===== src/shared/pcg_params.svh =====
/*
 * Register offsets, field positions, masks and reset values of the
 * peripheral clock gating block.
 * Assumes inclusion by bare name from the package and the design files.
 */
`ifndef PCG_PARAMS_SVH
`define PCG_PARAMS_SVH

// ----------------------------------------------------------------
// Register byte offsets
// ----------------------------------------------------------------
`define PCG_OFF_RUN0        12'h100
`define PCG_OFF_RUN1        12'h104
`define PCG_OFF_SLEEP0      12'h110
`define PCG_OFF_SLEEP1      12'h114
`define PCG_OFF_DEEP0       12'h120
`define PCG_OFF_DEEP1       12'h124
`define PCG_OFF_RUNCFG      12'h060
`define PCG_OFF_IRQ_STAT    12'h200
`define PCG_OFF_IRQ_MASK    12'h204

// ----------------------------------------------------------------
// Writable-bit masks and reset values
// ----------------------------------------------------------------
`define PCG_MASK_SET0       32'h0000_0048
`define PCG_MASK_SET1       32'h030f_5037
`define PCG_RST_GATE        32'h0000_0000
`define PCG_RST_SET0_W      7'h00
`define PCG_RST_SET1_W      26'h000_0000

// ----------------------------------------------------------------
// Field positions
// ----------------------------------------------------------------
`define PCG_BIT_HIB         6
`define PCG_BIT_WDOG        3
`define PCG_BIT_CMP1        25
`define PCG_BIT_CMP0        24
`define PCG_BIT_TMR3        19
`define PCG_BIT_TMR0        16
`define PCG_BIT_TW1         14
`define PCG_BIT_TW0         12
`define PCG_BIT_SS1         5
`define PCG_BIT_SS0         4
`define PCG_BIT_AS2         2
`define PCG_BIT_AS0         0
`define PCG_BIT_AUTO_GATE   27
`define PCG_IRQ_FAULT       0
`define PCG_IRQ_WIDTH       1
`define PCG_UNITS           15

`endif


===== src/shared/pcg_pkg.sv =====
/*
 * Types shared by the peripheral clock gating design.
 * Assumes pcg_params.svh is on the include path.
 */
`include "pcg_params.svh"

package pcg_pkg;
	// Power mode requested by the core
	typedef enum logic [1:0] {
		PCG_MODE_RUN   = 2'b00,
		PCG_MODE_SLEEP = 2'b01,
		PCG_MODE_DEEP  = 2'b10
	} pcg_mode_t;

	// Bus slave state
	typedef enum logic [0:0] {
		PCG_BUS_IDLE = 1'b0,
		PCG_BUS_ACK  = 1'b1
	} pcg_bus_t;

	typedef logic [`PCG_UNITS-1:0] pcg_units_t;
endpackage


===== src/hdl/pcg_top.sv =====
/*
 * Peripheral clock gating: six gating registers, a run clock
 * configuration register with the automatic gating select bit, fault
 * interrupt, classic Wishbone slave and per-unit clock enables.
 * Assumes one 100 MHz clock, synchronous active-high reset, and that
 * downstream clock gate cells are latch-based and glitch-free.
 */
// Our own choice: the Wishbone interface to the registers.
`timescale 1ns/10ps
`include "pcg_params.svh"

module pcg_top (
	input  wire logic                clk_i,
	input  wire logic                rst_i,
	input  wire logic                wb_cyc_i,
	input  wire logic                wb_stb_i,
	input  wire logic                wb_we_i,
	input  wire logic [11:0]         wb_adr_i,
	input  wire logic [3:0]          wb_sel_i,
	input  wire logic [31:0]         wb_dat_i,
	output logic      [31:0]         wb_dat_o,
	output logic                     wb_ack_o,
	output logic                     wb_err_o,
	input  wire pcg_pkg::pcg_mode_t  mode_i,
	input  wire logic                unit_acc_i,
	input  wire logic [3:0]          unit_idx_i,
	output logic                     unit_fault_o,
	output logic                     power_down_module_gate_o,
	output logic                     watchdog_gate_o,
	output logic                     comparator_1_gate_o,
	output logic                     comparator_0_gate_o,
	output logic      [3:0]          timer_gate_o,
	output logic                     two_wire_1_gate_o,
	output logic                     two_wire_0_gate_o,
	output logic                     sync_serial_1_gate_o,
	output logic                     sync_serial_0_gate_o,
	output logic      [2:0]          async_serial_gate_o,
	output logic                     irq_o
);
	import pcg_pkg::*;

	// ----------------------------------------------------------------
	// Register state
	// ----------------------------------------------------------------
	logic [31:0] run_gate_set0;
	logic [31:0] run_gate_set1;
	logic [31:0] sleep_gate_set0;
	logic [31:0] sleep_gate_set1;
	logic [31:0] deep_sleep_gate_set0;
	logic [31:0] deep_sleep_gate_set1;
	logic        auto_gating_select;
	logic [`PCG_IRQ_WIDTH-1:0] irq_stat;
	logic [`PCG_IRQ_WIDTH-1:0] irq_mask;
	pcg_bus_t    bus_st;

	// Next values from the decode process
	logic [31:0] next_run0;
	logic [31:0] next_run1;
	logic [31:0] next_sleep0;
	logic [31:0] next_sleep1;
	logic [31:0] next_deep0;
	logic [31:0] next_deep1;
	logic        next_auto;
	logic [`PCG_IRQ_WIDTH-1:0] next_stat;
	logic [`PCG_IRQ_WIDTH-1:0] next_mask;
	pcg_bus_t    next_bus_st;
	logic [31:0] next_dat;
	logic        next_ack;
	logic        next_err;
	logic        next_irq;

	// Mode stage outputs and decode helpers
	logic [31:0] act0;
	logic [31:0] act1;
	logic        fault;
	logic        bus_req;
	logic        wr_ok;
	logic        hit;
	pcg_units_t  units;

	// Byte-lane merge, masked to the writable bits of a register
	function automatic logic [31:0] lane_merge(
		input logic [31:0] old_v,
		input logic [31:0] new_v,
		input logic [3:0]  sel,
		input logic [31:0] wmask
	);
		logic [31:0] m;
		m = {{8{sel[3]}}, {8{sel[2]}}, {8{sel[1]}}, {8{sel[0]}}} & wmask;
		// A lane left out by sel keeps its old byte
		lane_merge = (old_v & ~m) | (new_v & m);
	endfunction

	// ----------------------------------------------------------------
	// Sub-blocks
	// ----------------------------------------------------------------
	// The mode stage registers the chosen copy, so enables move on an edge only
	pcg_mode_select i_pcg_mode_select (
		.clk_i       (clk_i),
		.rst_i       (rst_i),
		.mode_i      (mode_i),
		.auto_gate_i (auto_gating_select),
		.run0_i      (run_gate_set0),
		.run1_i      (run_gate_set1),
		.sleep0_i    (sleep_gate_set0),
		.sleep1_i    (sleep_gate_set1),
		.deep0_i     (deep_sleep_gate_set0),
		.deep1_i     (deep_sleep_gate_set1),
		.act0_o      (act0),
		.act1_o      (act1)
	);

	// Unit index order: 0..2 async serial, 3..4 sync serial, 5..6 two-wire,
	// 7..10 timers, 11..12 comparators, 13 watchdog, 14 power-down module
	assign units = {act0[`PCG_BIT_HIB],
	                act0[`PCG_BIT_WDOG],
	                act1[`PCG_BIT_CMP1:`PCG_BIT_CMP0],
	                act1[`PCG_BIT_TMR3:`PCG_BIT_TMR0],
	                act1[`PCG_BIT_TW1],
	                act1[`PCG_BIT_TW0],
	                act1[`PCG_BIT_SS1:`PCG_BIT_SS0],
	                act1[`PCG_BIT_AS2:`PCG_BIT_AS0]};

	// Faults judge against the enables the units really see, not the raw registers
	pcg_unit_fault i_pcg_unit_fault (
		.clk_i      (clk_i),
		.rst_i      (rst_i),
		.acc_i      (unit_acc_i),
		.acc_unit_i (unit_idx_i),
		.en_i       (units),
		.fault_o    (fault)
	);

	// ----------------------------------------------------------------
	// Bus decode and register update
	// ----------------------------------------------------------------
	// Taken only while idle, so a strobe still held in the answer cycle is not taken twice
	assign bus_req = wb_cyc_i && wb_stb_i && (bus_st == PCG_BUS_IDLE);

	// One-cycle answer; unmapped addresses end with err and write nothing
	always_comb begin
		// Defaults hold every register and answer nothing
		next_run0   = run_gate_set0;
		next_run1   = run_gate_set1;
		next_sleep0 = sleep_gate_set0;
		next_sleep1 = sleep_gate_set1;
		next_deep0  = deep_sleep_gate_set0;
		next_deep1  = deep_sleep_gate_set1;
		next_auto   = auto_gating_select;
		next_mask   = irq_mask;
		next_stat   = irq_stat;
		next_dat    = 32'h0000_0000;
		next_bus_st = PCG_BUS_IDLE;
		hit         = 1'b1;
		wr_ok       = bus_req && wb_we_i;
		// Reserved bits never reach a register: the write mask stops them
		if (wb_adr_i == `PCG_OFF_RUN0) begin
			next_dat = run_gate_set0;
			if (wr_ok) begin
				next_run0 = lane_merge(run_gate_set0, wb_dat_i, wb_sel_i, `PCG_MASK_SET0);
			end
		end else if (wb_adr_i == `PCG_OFF_RUN1) begin
			next_dat = run_gate_set1;
			if (wr_ok) begin
				next_run1 = lane_merge(run_gate_set1, wb_dat_i, wb_sel_i, `PCG_MASK_SET1);
			end
		end else if (wb_adr_i == `PCG_OFF_SLEEP0) begin
			next_dat = sleep_gate_set0;
			if (wr_ok) begin
				next_sleep0 = lane_merge(sleep_gate_set0, wb_dat_i, wb_sel_i, `PCG_MASK_SET0);
			end
		end else if (wb_adr_i == `PCG_OFF_SLEEP1) begin
			next_dat = sleep_gate_set1;
			if (wr_ok) begin
				next_sleep1 = lane_merge(sleep_gate_set1, wb_dat_i, wb_sel_i, `PCG_MASK_SET1);
			end
		end else if (wb_adr_i == `PCG_OFF_DEEP0) begin
			next_dat = deep_sleep_gate_set0;
			if (wr_ok) begin
				next_deep0 = lane_merge(deep_sleep_gate_set0, wb_dat_i, wb_sel_i, `PCG_MASK_SET0);
			end
		end else if (wb_adr_i == `PCG_OFF_DEEP1) begin
			next_dat = deep_sleep_gate_set1;
			if (wr_ok) begin
				next_deep1 = lane_merge(deep_sleep_gate_set1, wb_dat_i, wb_sel_i, `PCG_MASK_SET1);
			end
		end else if (wb_adr_i == `PCG_OFF_RUNCFG) begin
			next_dat[`PCG_BIT_AUTO_GATE] = auto_gating_select;
			if (wr_ok && wb_sel_i[3]) begin
				next_auto = wb_dat_i[`PCG_BIT_AUTO_GATE];
			end
		end else if (wb_adr_i == `PCG_OFF_IRQ_STAT) begin
			next_dat[`PCG_IRQ_WIDTH-1:0] = irq_stat;
			if (wr_ok && wb_sel_i[0]) begin
				next_stat = irq_stat & ~wb_dat_i[`PCG_IRQ_WIDTH-1:0];
			end
		end else if (wb_adr_i == `PCG_OFF_IRQ_MASK) begin
			next_dat[`PCG_IRQ_WIDTH-1:0] = irq_mask;
			if (wr_ok && wb_sel_i[0]) begin
				next_mask = wb_dat_i[`PCG_IRQ_WIDTH-1:0];
			end
		end else begin
			hit = 1'b0;
		end
		// A fault in the clearing cycle still sets the flag
		if (fault) begin
			next_stat[`PCG_IRQ_FAULT] = 1'b1;
		end
		// One answer per request, in the cycle after the taking edge
		if (bus_req) begin
			next_bus_st = PCG_BUS_ACK;
		end
		next_ack = bus_req && hit;
		next_err = bus_req && !hit;
		// Data stands only in the answer cycle so a stale word never leaks
		if (!bus_req) begin
			next_dat = 32'h0000_0000;
		end
		// Level interrupt from the values the flops are about to hold
		next_irq = |(next_stat & next_mask);
	end

	// Registers only; gate outputs follow two cycles after the write, through the mode stage and the output flops
	always_ff @(posedge clk_i) begin
		if (rst_i) begin
			run_gate_set0        <= `PCG_RST_GATE;
			run_gate_set1        <= `PCG_RST_GATE;
			sleep_gate_set0      <= `PCG_RST_GATE;
			sleep_gate_set1      <= `PCG_RST_GATE;
			deep_sleep_gate_set0 <= `PCG_RST_GATE;
			deep_sleep_gate_set1 <= `PCG_RST_GATE;
			auto_gating_select   <= 1'b0;
			irq_stat             <= '0;
			irq_mask             <= '0;
			bus_st               <= PCG_BUS_IDLE;
			wb_dat_o             <= 32'h0000_0000;
			wb_ack_o             <= 1'b0;
			wb_err_o             <= 1'b0;
			irq_o                <= 1'b0;
		end else begin
			run_gate_set0        <= next_run0;
			run_gate_set1        <= next_run1;
			sleep_gate_set0      <= next_sleep0;
			sleep_gate_set1      <= next_sleep1;
			deep_sleep_gate_set0 <= next_deep0;
			deep_sleep_gate_set1 <= next_deep1;
			auto_gating_select   <= next_auto;
			irq_stat             <= next_stat;
			irq_mask             <= next_mask;
			bus_st               <= next_bus_st;
			wb_dat_o             <= next_dat;
			wb_ack_o             <= next_ack;
			wb_err_o             <= next_err;
			irq_o                <= next_irq;
		end
	end

	// ----------------------------------------------------------------
	// Outputs
	// ----------------------------------------------------------------
	// Enables drive latch-based gate cells, so no glitch reaches a unit clock
	always_ff @(posedge clk_i) begin
		if (rst_i) begin
			power_down_module_gate_o <= 1'b0;
			watchdog_gate_o          <= 1'b0;
			comparator_1_gate_o      <= 1'b0;
			comparator_0_gate_o      <= 1'b0;
			timer_gate_o             <= 4'h0;
			two_wire_1_gate_o        <= 1'b0;
			two_wire_0_gate_o        <= 1'b0;
			sync_serial_1_gate_o     <= 1'b0;
			sync_serial_0_gate_o     <= 1'b0;
			async_serial_gate_o      <= 3'h0;
			unit_fault_o             <= 1'b0;
		end else begin
			power_down_module_gate_o <= act0[`PCG_BIT_HIB];
			watchdog_gate_o          <= act0[`PCG_BIT_WDOG];
			comparator_1_gate_o      <= act1[`PCG_BIT_CMP1];
			comparator_0_gate_o      <= act1[`PCG_BIT_CMP0];
			timer_gate_o             <= act1[`PCG_BIT_TMR3:`PCG_BIT_TMR0];
			two_wire_1_gate_o        <= act1[`PCG_BIT_TW1];
			two_wire_0_gate_o        <= act1[`PCG_BIT_TW0];
			sync_serial_1_gate_o     <= act1[`PCG_BIT_SS1];
			sync_serial_0_gate_o     <= act1[`PCG_BIT_SS0];
			async_serial_gate_o      <= act1[`PCG_BIT_AS2:`PCG_BIT_AS0];
			unit_fault_o             <= fault;
		end
	end
endmodule // pcg_top


===== src/hdl/pcg_mode_select.sv =====
/*
 * Chooses the active gating copy from the power mode and the
 * automatic gating select bit, and registers the resulting enables.
 * Assumes a single clock and synchronous active-high reset.
 */
`timescale 1ns/10ps
`include "pcg_params.svh"

module pcg_mode_select (
	input  wire logic              clk_i,
	input  wire logic              rst_i,
	input  wire pcg_pkg::pcg_mode_t mode_i,
	input  wire logic              auto_gate_i,
	input  wire logic [31:0]       run0_i,
	input  wire logic [31:0]       run1_i,
	input  wire logic [31:0]       sleep0_i,
	input  wire logic [31:0]       sleep1_i,
	input  wire logic [31:0]       deep0_i,
	input  wire logic [31:0]       deep1_i,
	output logic      [31:0]       act0_o,
	output logic      [31:0]       act1_o
);
	import pcg_pkg::*;

	logic [31:0] next_act0;
	logic [31:0] next_act1;

	// ----------------------------------------------------------------
	// Copy selection
	// ----------------------------------------------------------------
	// Without auto gating the run copy stays in force in every mode
	always_comb begin
		next_act0 = run0_i;
		next_act1 = run1_i;
		if (auto_gate_i) begin
			case (mode_i)
				PCG_MODE_SLEEP: begin
					next_act0 = sleep0_i;
					next_act1 = sleep1_i;
				end
				PCG_MODE_DEEP: begin
					next_act0 = deep0_i;
					next_act1 = deep1_i;
				end
				default: begin
					next_act0 = run0_i;
					next_act1 = run1_i;
				end
			endcase
		end
	end

	// Registered so the enables only change on a clock edge
	always_ff @(posedge clk_i) begin
		if (rst_i) begin
			act0_o <= `PCG_RST_GATE;
			act1_o <= `PCG_RST_GATE;
		end else begin
			act0_o <= next_act0 & `PCG_MASK_SET0;
			act1_o <= next_act1 & `PCG_MASK_SET1;
		end
	end
endmodule // pcg_mode_select


===== src/hdl/pcg_unit_fault.sv =====
/*
 * Bus fault checker for accesses to the gated units.
 * Assumes the unit fabric raises a one-cycle access pulse with a unit index.
 */
`timescale 1ns/10ps
`include "pcg_params.svh"

module pcg_unit_fault (
	input  wire logic              clk_i,
	input  wire logic              rst_i,
	input  wire logic              acc_i,
	input  wire logic [3:0]        acc_unit_i,
	input  wire pcg_pkg::pcg_units_t en_i,
	output logic                   fault_o
);
	import pcg_pkg::*;

	logic next_fault;

	// ----------------------------------------------------------------
	// Fault detection
	// ----------------------------------------------------------------
	// Indices beyond the unit list are not ours to fault
	always_comb begin
		next_fault = 1'b0;
		if (acc_i && (acc_unit_i < 4'(`PCG_UNITS))) begin
			next_fault = ~en_i[acc_unit_i];
		end
	end

	always_ff @(posedge clk_i) begin
		if (rst_i) begin
			fault_o <= 1'b0;
		end else begin
			fault_o <= next_fault;
		end
	end
endmodule // pcg_unit_fault


===== config.mk =====
export PLATFORM = sky130hd
export DESIGN_NAME = pcg_top
export DESIGN_NICKNAME = d
export VERILOG_FILES = /design/src/shared/pcg_pkg.sv /design/src/hdl/pcg_top.sv /design/src/hdl/pcg_mode_select.sv /design/src/hdl/pcg_unit_fault.sv
export VERILOG_INCLUDE_DIRS = /design/src /design/src/shared
export SDC_FILE = /design/constraint.sdc
export NUM_CORES = 1
export LEC_CHECK = 0
export BUFFER_PORTS_ARGS = -buffer_cell sky130_fd_sc_hd__buf_2
export CAP_MARGIN = 5
export CORE_MARGIN = 4
export CORE_UTILIZATION = 57
export CTS_BUF_LIST = sky130_fd_sc_hd__clkbuf_16
export DETAILED_ROUTE_END_ITERATION = 10
export PLACE_DENSITY = 0.92
export SYNTH_ARGS = -nofsm -noshare
export SYNTH_HDL_FRONTEND = slang
export SYNTH_SLANG_ARGS = --single-unit

===== constraint.sdc =====
create_clock -name clk_i -period 4.75 [get_ports clk_i]
set_input_delay 0.475 -clock clk_i [delete_from_list [all_inputs] [get_ports clk_i]]
set_output_delay 0.475 -clock clk_i [all_outputs]
set_load 0.05 [all_outputs]

==> results of run 1 <==
## path summary, 6_finish.rpt
path	startpoint	endpoint	slack, ns	depth (start not counted)
worst max register to register	auto_gating_select$_SDFFE_PP0P_	i_pcg_mode_select.act1_o[0]$_SDFF_PP0_	2.77	4
worst max-delay path	wb_adr_i[1]	flop	2.15	5
worst min-delay path	wb_dat_i[27]	auto_gating_select$_SDFFE_PP0P_	0.39	3
worst min register to register	i_pcg_mode_select.act1_o[24]$_SDFF_PP0_	comparator_0_gate_o$_SDFF_PP0_	0.46	1
## power by group
part | switching (mW) | total [mW] | leakage, nW | internal [mW]
clock network | 0.328 | 0.745 | 0.145 | 0.417
logic | 0.0872 | 0.115 | 1.10 | 0.0275
registers | 0.000867 | 0.841 | 0.806 | 0.840
total | 0.416 | 1.70 | 2.05 | 1.28
## cell type report
cell class	count	area share, %
repair buffers	80	8.180
clock inverters	7	1.666
inverters	6	0.4544
multi-input cells	326	42.26
flip-flops and latches	100	40.39
well taps	99	2.499
clock buffers	9	4.544
## cell usage in the layout, fill, tap and decap left out, types with 2 or more instances in the layout
master,n
dfxtp_1,100
buf_2,78
nand2_1,72
mux2i_1,47
nor2_1,37
a22oi_1,28
nor2b_1,17
conb_1,16
nand3_1,15
a211oi_1,15
a2bb2oi_1,12
a21oi_1,11
clkbuf_16,9
inv_1,6
o21ai_0,6
nor4_1,4
nor3_1,4
nand4_1,3
nand2b_1,3
or3_1,3
or4b_1,2
and3b_1,2
and3_1,2
mux4_2,2
o2111ai_1,2
nor4_4,2
nor3b_1,2
ha_1,2
inv_6,2
clkinvlp_4,2
buf_4,2
## synthesized netlist by cell type, drive strengths merged, types with 2 or more instances
library cell,instances
dfxtp,100
nand2,73
mux2i,47
nor2,37
a22oi,28
clkbuf,23
buf,20
nor2b,17
nand3,16
a211oi,15
a2bb2oi,12
a21oi,11
inv,6
nor4,6
o21ai,6
nor3,4
nand2b,3
nand4,3
or3,3
and3,2
and3b,2
ha,2
mux4,2
nor3b,2
nor4b,2
o2111ai,2
or4b,2
## cells by family after synthesis
group | synth area share (%)
flip-flops | 46.87
AND/OR/NAND/NOR | 20.71
adder cells (fa/ha/maj) | 0.5857
multiplexers | 12.33
AO/OA/AOI/OAI | 13.59
other | 0.08779
buffers and inverters | 5.829
## stage by stage
step           setup WS, ns  cells
6_report              2.149    627
5_1_grt               2.106    627
4_1_cts               2.184    627
3_5_place_dp          1.884    611
3_3_place_gp          1.959    611
2_1_floorplan         2.730    475
## metal layers
metal | track usage, % | wire length (um) | vias up | part of all wire (%)
met5 | 0 | 0 | - | 0
met1 | 27.17 | 4100 | 1712 | 39
met2 | 39.30 | 5264 | 254 | 50
met3 | 5.896 | 1001 | 35 | 9.4
met4 | 12.98 | 265 | 0 | 2.5
li1 | - | - | 1733 | -
## tightest hold or removal path: stages
cell     delay (ns)
buf_2          0.10
nand2_1        0.05
mux2i_1        0.05
==> reports/metrics.json, run 1 <==
{
  "clock-sinks": {"value": 100},
  "worst-endpoint-arrival": {"value": 2.85, "unit": "ns"},
  "max_freq": {"value": 0.3845, "unit": "GHz"},
  "irDropWorstVdd": {"value": 0.1774, "unit": "mV"},
  "worst_case_headroom_to_the_max_slew_limit": {"value": 27.25, "unit": "%"},
  "grt_antenna_before_repair": {"value": 0},
  "min_period_over_period": {"value": 54.76, "unit": "%"},
  "yosys_warnings": {"value": 0},
  "cts_tree": {"value": "built"},
  "netlist.area_leader.share": {"value": 46.87, "unit": "%"},
  "cp.required": {"value": 5.00, "unit": "ns"},
  "drt.antenna.violating_nets": {"value": 0},
  "dieHeight": {"value": 94.57, "unit": "um"},
  "setup-tns-final": {"value": 0, "unit": "ns"},
  "floorplan.rows": {"value": 31},
  "htreeDepth": {"value": 3},
  "cts.repair_timing.setup_buffer_count": {"value": 0},
  "run_status": {"value": "finished, final reports clean"},
  "synth_enable_flop_cells": {"value": 0},
  "setup.worst_path.end_class": {"value": "flop"},
  "globalplace.congestion": {"value": 0.9123},
  "worst_hold_path_type": {"value": "primary input to flop"},
  "synth_cell_type_count": {"value": 47},
  "crit_path_buf_inv_count": {"value": 1},
  "detailed_place.area": {"value": 0.004648, "unit": "mm^2"},
  "cp_cell_sequence": {"value": "buf_2, or4b_1, nor4_4, nand2_2, mux2i_1"},
  "setup_violations": {"value": 0},
  "overflow_left_after_global_routing": {"value": 0},
  "vias": {"value": 3734},
  "asyncSetResetFlopFracSynth": {"value": 0, "unit": "%"},
  "maxcap_viol_count": {"value": 0},
  "seqCellArea": {"value": 0.002002, "unit": "mm^2"},
  "max_transition_viols_final": {"value": 0},
  "max_slew.worst_pin.slew": {"value": 1.081, "unit": "ns"},
  "ios": {"value": 111},
  "finalInstanceArea": {"value": 0.004956, "unit": "mm^2"},
  "drt_initial_violations": {"value": 325},
  "initial_util": {"value": 58.89, "unit": "%"},
  "grt_pass1_vias": {"value": 3534},
  "syn_inst": {"value": 460},
  "worst_setup_path_start_kind": {"value": "primary input"},
  "crit_path_max_fanout": {"value": 17},
  "groute.usage.overall": {"value": 23.38, "unit": "%"},
  "detailedRoute.firstPassIterationCount": {"value": 6},
  "multiInputGateArea": {"value": 0.002095, "unit": "mm^2"},
  "criticalPathCategory": {"value": "primary input to flop"},
  "synth-seq-area-share": {"value": 46.87, "unit": "%"},
  "yosysTopAreaCell": {"value": "dfxtp_1"},
  "routed_wl": {"value": 10630, "unit": "um"},
  "largest_net_degree_at_the_start_of_global_routing": {"value": 57},
  "clkSlewWorstSetupHoldPaths": {"value": 0.07, "unit": "ns"},
  "route.detailed.wl_per_inst": {"value": 16.96, "unit": "um"},
  "fp.dieArea": {"value": 0.008943, "unit": "mm^2"},
  "period_minus_slack": {"value": 2.601, "unit": "ns"},
  "syn-cell-area": {"value": 0.004272, "unit": "mm^2"},
  "ctsResizeCount": {"value": 0},
  "insertion_delay": {"value": 0.34, "unit": "ns"},
  "layout-area-overhead-vs-synth": {"value": 16.02, "unit": "%"},
  "power_per_standard_cell_area": {"value": 343.1, "unit": "mW/mm^2"},
  "grt_setup_unrepaired": {"value": "no"},
  "crit_family": {"value": "simple AND/OR/NAND/NOR gates"},
  "buffer_ports.inserted": {"value": 78},
  "cpPeakStageDelay": {"value": 0.99, "unit": "ns"},
  "timing.final.hold_violations": {"value": 0},
  "cpMaxStageDelayCell": {"value": "nor4_4"},
  "yosys_register_bits": {"value": 100},
  "final_net_count": {"value": 585},
  "clock_skew": {"value": 0.004656, "unit": "ns"},
  "remaining_design_rule_violation_count": {"value": 0},
  "max-clock-path-buffers": {"value": 2},
  "tritoncts.num_buffers": {"value": 9},
  "synth_top_flop_cell": {"value": "dfxtp_1"},
  "die_w": {"value": 94.57, "unit": "um"},
  "layout-drive-gt1-share": {"value": 20.08, "unit": "%"},
  "power_leakage": {"value": 2.053, "unit": "nW"},
  "final_cell_utilization_of_the_core": {"value": 68.33, "unit": "%"},
  "wire_length_of_the_first_global_routing_pass": {"value": 16170, "unit": "um"},
  "post_drt_via_cell_ratio": {"value": 5.955},
  "nFillCells": {"value": 545},
  "core": {"value": 0.007253, "unit": "mm^2"},
  "p_total": {"value": 1.700, "unit": "mW"},
  "hold_buffers": {"value": 0},
  "diodes": {"value": 0},
  "half_perimeter_wire_length_after_placement": {"value": 7301, "unit": "um"},
  "synthTopCellsByArea": {"value": "dfxtp_1 47%, mux2i_1 11%, nand2_1 6.3%, a22oi_1 4.9%, nor2_1 3.3%"},
  "cts_root_buf": {"value": "clkbuf_16"},
  "worst_hold_margin": {"value": 0.3897, "unit": "ns"},
  "post_synth.cell_area_avg": {"value": 9.286, "unit": "um^2"}
}
No activity file was read; power rests on OpenSTA's default activity.
==> run 2, diff against run 1 <==
--- a/config.mk
+++ b/config.mk
@@ -9,10 +9,10 @@
 export BUFFER_PORTS_ARGS = -buffer_cell sky130_fd_sc_hd__buf_2
 export CAP_MARGIN = 5
 export CORE_MARGIN = 4
-export CORE_UTILIZATION = 57
+export CORE_UTILIZATION = 53
 export CTS_BUF_LIST = sky130_fd_sc_hd__clkbuf_16
 export DETAILED_ROUTE_END_ITERATION = 10
-export PLACE_DENSITY = 0.92
+export PLACE_DENSITY = 0.87
 export SYNTH_ARGS = -nofsm -noshare
 export SYNTH_HDL_FRONTEND = slang
 export SYNTH_SLANG_ARGS = --single-unit
==> constraint.sdc (replaced) <==
create_clock -name clk_i -period 2.5 [get_ports clk_i]
set_input_delay 0.25 -clock clk_i [delete_from_list [all_inputs] [get_ports clk_i]]
set_output_delay 0.25 -clock clk_i [all_outputs]
set_load 0.05 [all_outputs]
==> reports/metrics.json, run 2 (synthesized netlist as in run 1, its figures left out) <==
{
  "run_status": {"value": "finished, final reports clean"},
  "clock-sinks": {"value": 100, "change": "unchanged"},
  "tritoncts.num_buffers": {"value": 9, "change": "unchanged"},
  "insertion_delay": {"value": 0.34, "unit": "ns", "change": "about the same"},
  "setup_violations": {"value": 0, "change": "unchanged"},
  "max_freq": {"value": 0.5838, "unit": "GHz"},
  "power_leakage": {"value": 2.106, "unit": "nW", "change": "+2.6%"},
  "power_per_standard_cell_area": {"value": 624.9, "unit": "mW/mm^2", "change": "+82%"},
  "grt_setup_unrepaired": {"value": "no"},
  "clkSlewWorstSetupHoldPaths": {"value": 0.06, "unit": "ns", "change": "about the same"},
  "post_drt_via_cell_ratio": {"value": 5.811, "change": "-2.4%"},
  "cpPeakStageDelay": {"value": 0.65, "unit": "ns", "change": "-0.34 ns"},
  "vias": {"value": 3725, "change": "-0.24%"},
  "drt.antenna.violating_nets": {"value": 0, "change": "unchanged"},
  "layout-area-overhead-vs-synth": {"value": 17.49, "unit": "%"},
  "detailedRoute.firstPassIterationCount": {"value": 5, "change": "-1"},
  "initial_util": {"value": 54.99, "unit": "%", "change": "-3.9 points"},
  "layout.cells.most_common": {"value": "dfxtp_1"},
  "final_net_count": {"value": 597, "change": "+2.1%"},
  "dieHeight": {"value": 97.78, "unit": "um", "change": "+3.4%"},
  "period_minus_slack": {"value": 1.713, "unit": "ns"},
  "wire_length_of_the_first_global_routing_pass": {"value": 17020, "unit": "um", "change": "+5.3%"},
  "max_slew.worst_pin.slew": {"value": 0.7281, "unit": "ns", "change": "-0.3531 ns"},
  "final_worst_slack": {"value": 0.7872, "unit": "ns", "change": "-1.362 ns"},
  "placedCellCount": {"value": 626, "change": "+2.5%"},
  "worst_case_headroom_to_the_max_slew_limit": {"value": 51.46, "unit": "%", "change": "+24 points"},
  "grt_antenna_before_repair": {"value": 0, "change": "unchanged"},
  "cts_tree": {"value": "built"},
  "ctsResizeCount": {"value": 0, "change": "unchanged"},
  "overflow_left_after_global_routing": {"value": 0, "change": "unchanged"},
  "seqCellArea": {"value": 0.002002, "unit": "mm^2", "change": "unchanged"},
  "irDropWorstVdd": {"value": 0.3442, "unit": "mV", "change": "+94%"},
  "ios": {"value": 111, "change": "unchanged"},
  "cp_cell_sequence": {"value": "buf_2, or4b_1, nor4_4, buf_12, nand3_1, mux2i_1"},
  "timing.final.hold_violations": {"value": 0, "change": "unchanged"},
  "diodes": {"value": 0, "change": "unchanged"},
  "drt_initial_violations": {"value": 271, "change": "-17%"},
  "crit_path_max_fanout": {"value": 17, "change": "unchanged"},
  "clock_skew": {"value": 0.005768, "unit": "ns", "change": "+0.001112 ns"},
  "die_w": {"value": 97.78, "unit": "um", "change": "+3.4%"},
  "fp.dieArea": {"value": 0.009560, "unit": "mm^2", "change": "+6.9%"},
  "worst-endpoint-arrival": {"value": 1.93, "unit": "ns", "change": "-0.92 ns"},
  "hold_buffers": {"value": 0, "change": "unchanged"},
  "fin_cells": {"value": 641, "change": "+2.2%"},
  "floorplan.rows": {"value": 32, "change": "+3.2%"},
  "globalplace.congestion": {"value": 0.9122, "change": "about the same"},
  "buffer_ports.inserted": {"value": 78, "change": "unchanged"},
  "multiInputGateArea": {"value": 0.002077, "unit": "mm^2", "change": "-0.84%"},
  "htreeDepth": {"value": 3, "change": "unchanged"},
  "core": {"value": 0.007767, "unit": "mm^2", "change": "+7.1%"},
  "half_perimeter_wire_length_after_placement": {"value": 7544, "unit": "um", "change": "+3.3%"},
  "cts_root_buf": {"value": "clkbuf_16"},
  "routed_wl": {"value": 10480, "unit": "um", "change": "-1.5%"},
  "largest_net_degree_at_the_start_of_global_routing": {"value": 40, "change": "-30%"},
  "cts.repair_timing.setup_buffer_count": {"value": 0, "change": "unchanged"},
  "layout-drive-gt1-share": {"value": 21.34, "unit": "%", "change": "+1.3 points"},
  "setup-tns-final": {"value": 0, "unit": "ns", "change": "unchanged"},
  "worst_setup_path_start_kind": {"value": "primary input"},
  "setup.worst_path.end_class": {"value": "flop"},
  "max-clock-path-buffers": {"value": 2, "change": "unchanged"},
  "groute.usage.overall": {"value": 21.83, "unit": "%", "change": "-1.5 points"},
  "mostFrequentLayoutCells": {"value": "100 x dfxtp_1, 78 x buf_2, 72 x nand2_1"},
  "worst_hold_path_type": {"value": "primary input to flop"},
  "place_worst_setup_slack": {"value": 0.4635, "unit": "ns", "change": "-1.420 ns"},
  "max_transition_viols_final": {"value": 0, "change": "unchanged"},
  "maxcap_viol_count": {"value": 0, "change": "unchanged"},
  "cp.required": {"value": 2.72, "unit": "ns", "change": "-2.28 ns"},
  "nFillCells": {"value": 610, "change": "+12%"},
  "route.detailed.wl_per_inst": {"value": 16.34, "unit": "um", "change": "-3.6%"},
  "remaining_design_rule_violation_count": {"value": 0, "change": "unchanged"},
  "grt_pass1_vias": {"value": 3601, "change": "+1.9%"},
  "min_period_over_period": {"value": 68.51, "unit": "%"},
  "final_cell_utilization_of_the_core": {"value": 64.61, "unit": "%", "change": "-3.7 points"},
  "cpMaxStageDelayCell": {"value": "or4b_1"},
  "criticalPathCategory": {"value": "primary input to flop"}
}
run 2: worst paths after layout:
check	end	slack (ns)	cells after the start	startpoint
min	auto_gating_select$_SDFFE_PP0P_	0.19	3	wb_dat_i[27]
max reg2reg	irq_o$_SDFF_PP0_	0.82	5	bus_st$_SDFF_PP0_
max	flop	0.79	6	wb_adr_i[1]
min reg2reg	timer_gate_o[0]$_SDFF_PP0_	0.46	1	i_pcg_mode_select.act1_o[16]$_SDFF_PP0_
run 2: layout make-up:
| cell class | count | area share [%] |
|---|---|---|
| clock buffers | 9 | 4.488 |
| clock inverters | 6 | 1.122 |
| inverters | 6 | 0.4488 |
| multi-input cells | 326 | 41.39 |
| flip-flops and latches | 100 | 39.89 |
| well taps | 102 | 2.543 |
| repair buffers | 92 | 10.12 |
run 2: where the power goes:
part	switching (mW)	leakage [nW]	internal (mW)
logic	0.164	1.16	0.0568
registers	0.00205	0.806	1.60
clock network	0.556	0.140	0.761
total	0.722	2.11	2.41
run 2: stage by stage:
stage / total power [mW] / instance area, um^2 / hold WS, ns
2_1_floorplan: 1.794 / 4328 / 0.3724
3_3_place_gp: 1.847 / 4737 / 0.4509
3_5_place_dp: 1.852 / 4737 / 0.4460
4_1_cts: 3.142 / 5019 / 0.1800
5_1_grt: 3.234 / 5019 / 0.2047
6_report: 3.136 / 5019 / 0.1866
run 2: layer usage:
metal	vias up	global-route usage, %	wire, um
met3	35	3.571	852
met2	196	36.16	5118
met4	0	10.76	312
li1	1746	-	-
met5	-	0	0
met1	1748	27.68	4193
run 2: worst max-delay path, delay by kind of cell:
family / cells / cell delay [ns]
buffers and inverters: 2 / 0.31
multiplexers: 1 / 0.17
AND/OR/NAND/NOR: 3 / 1.20
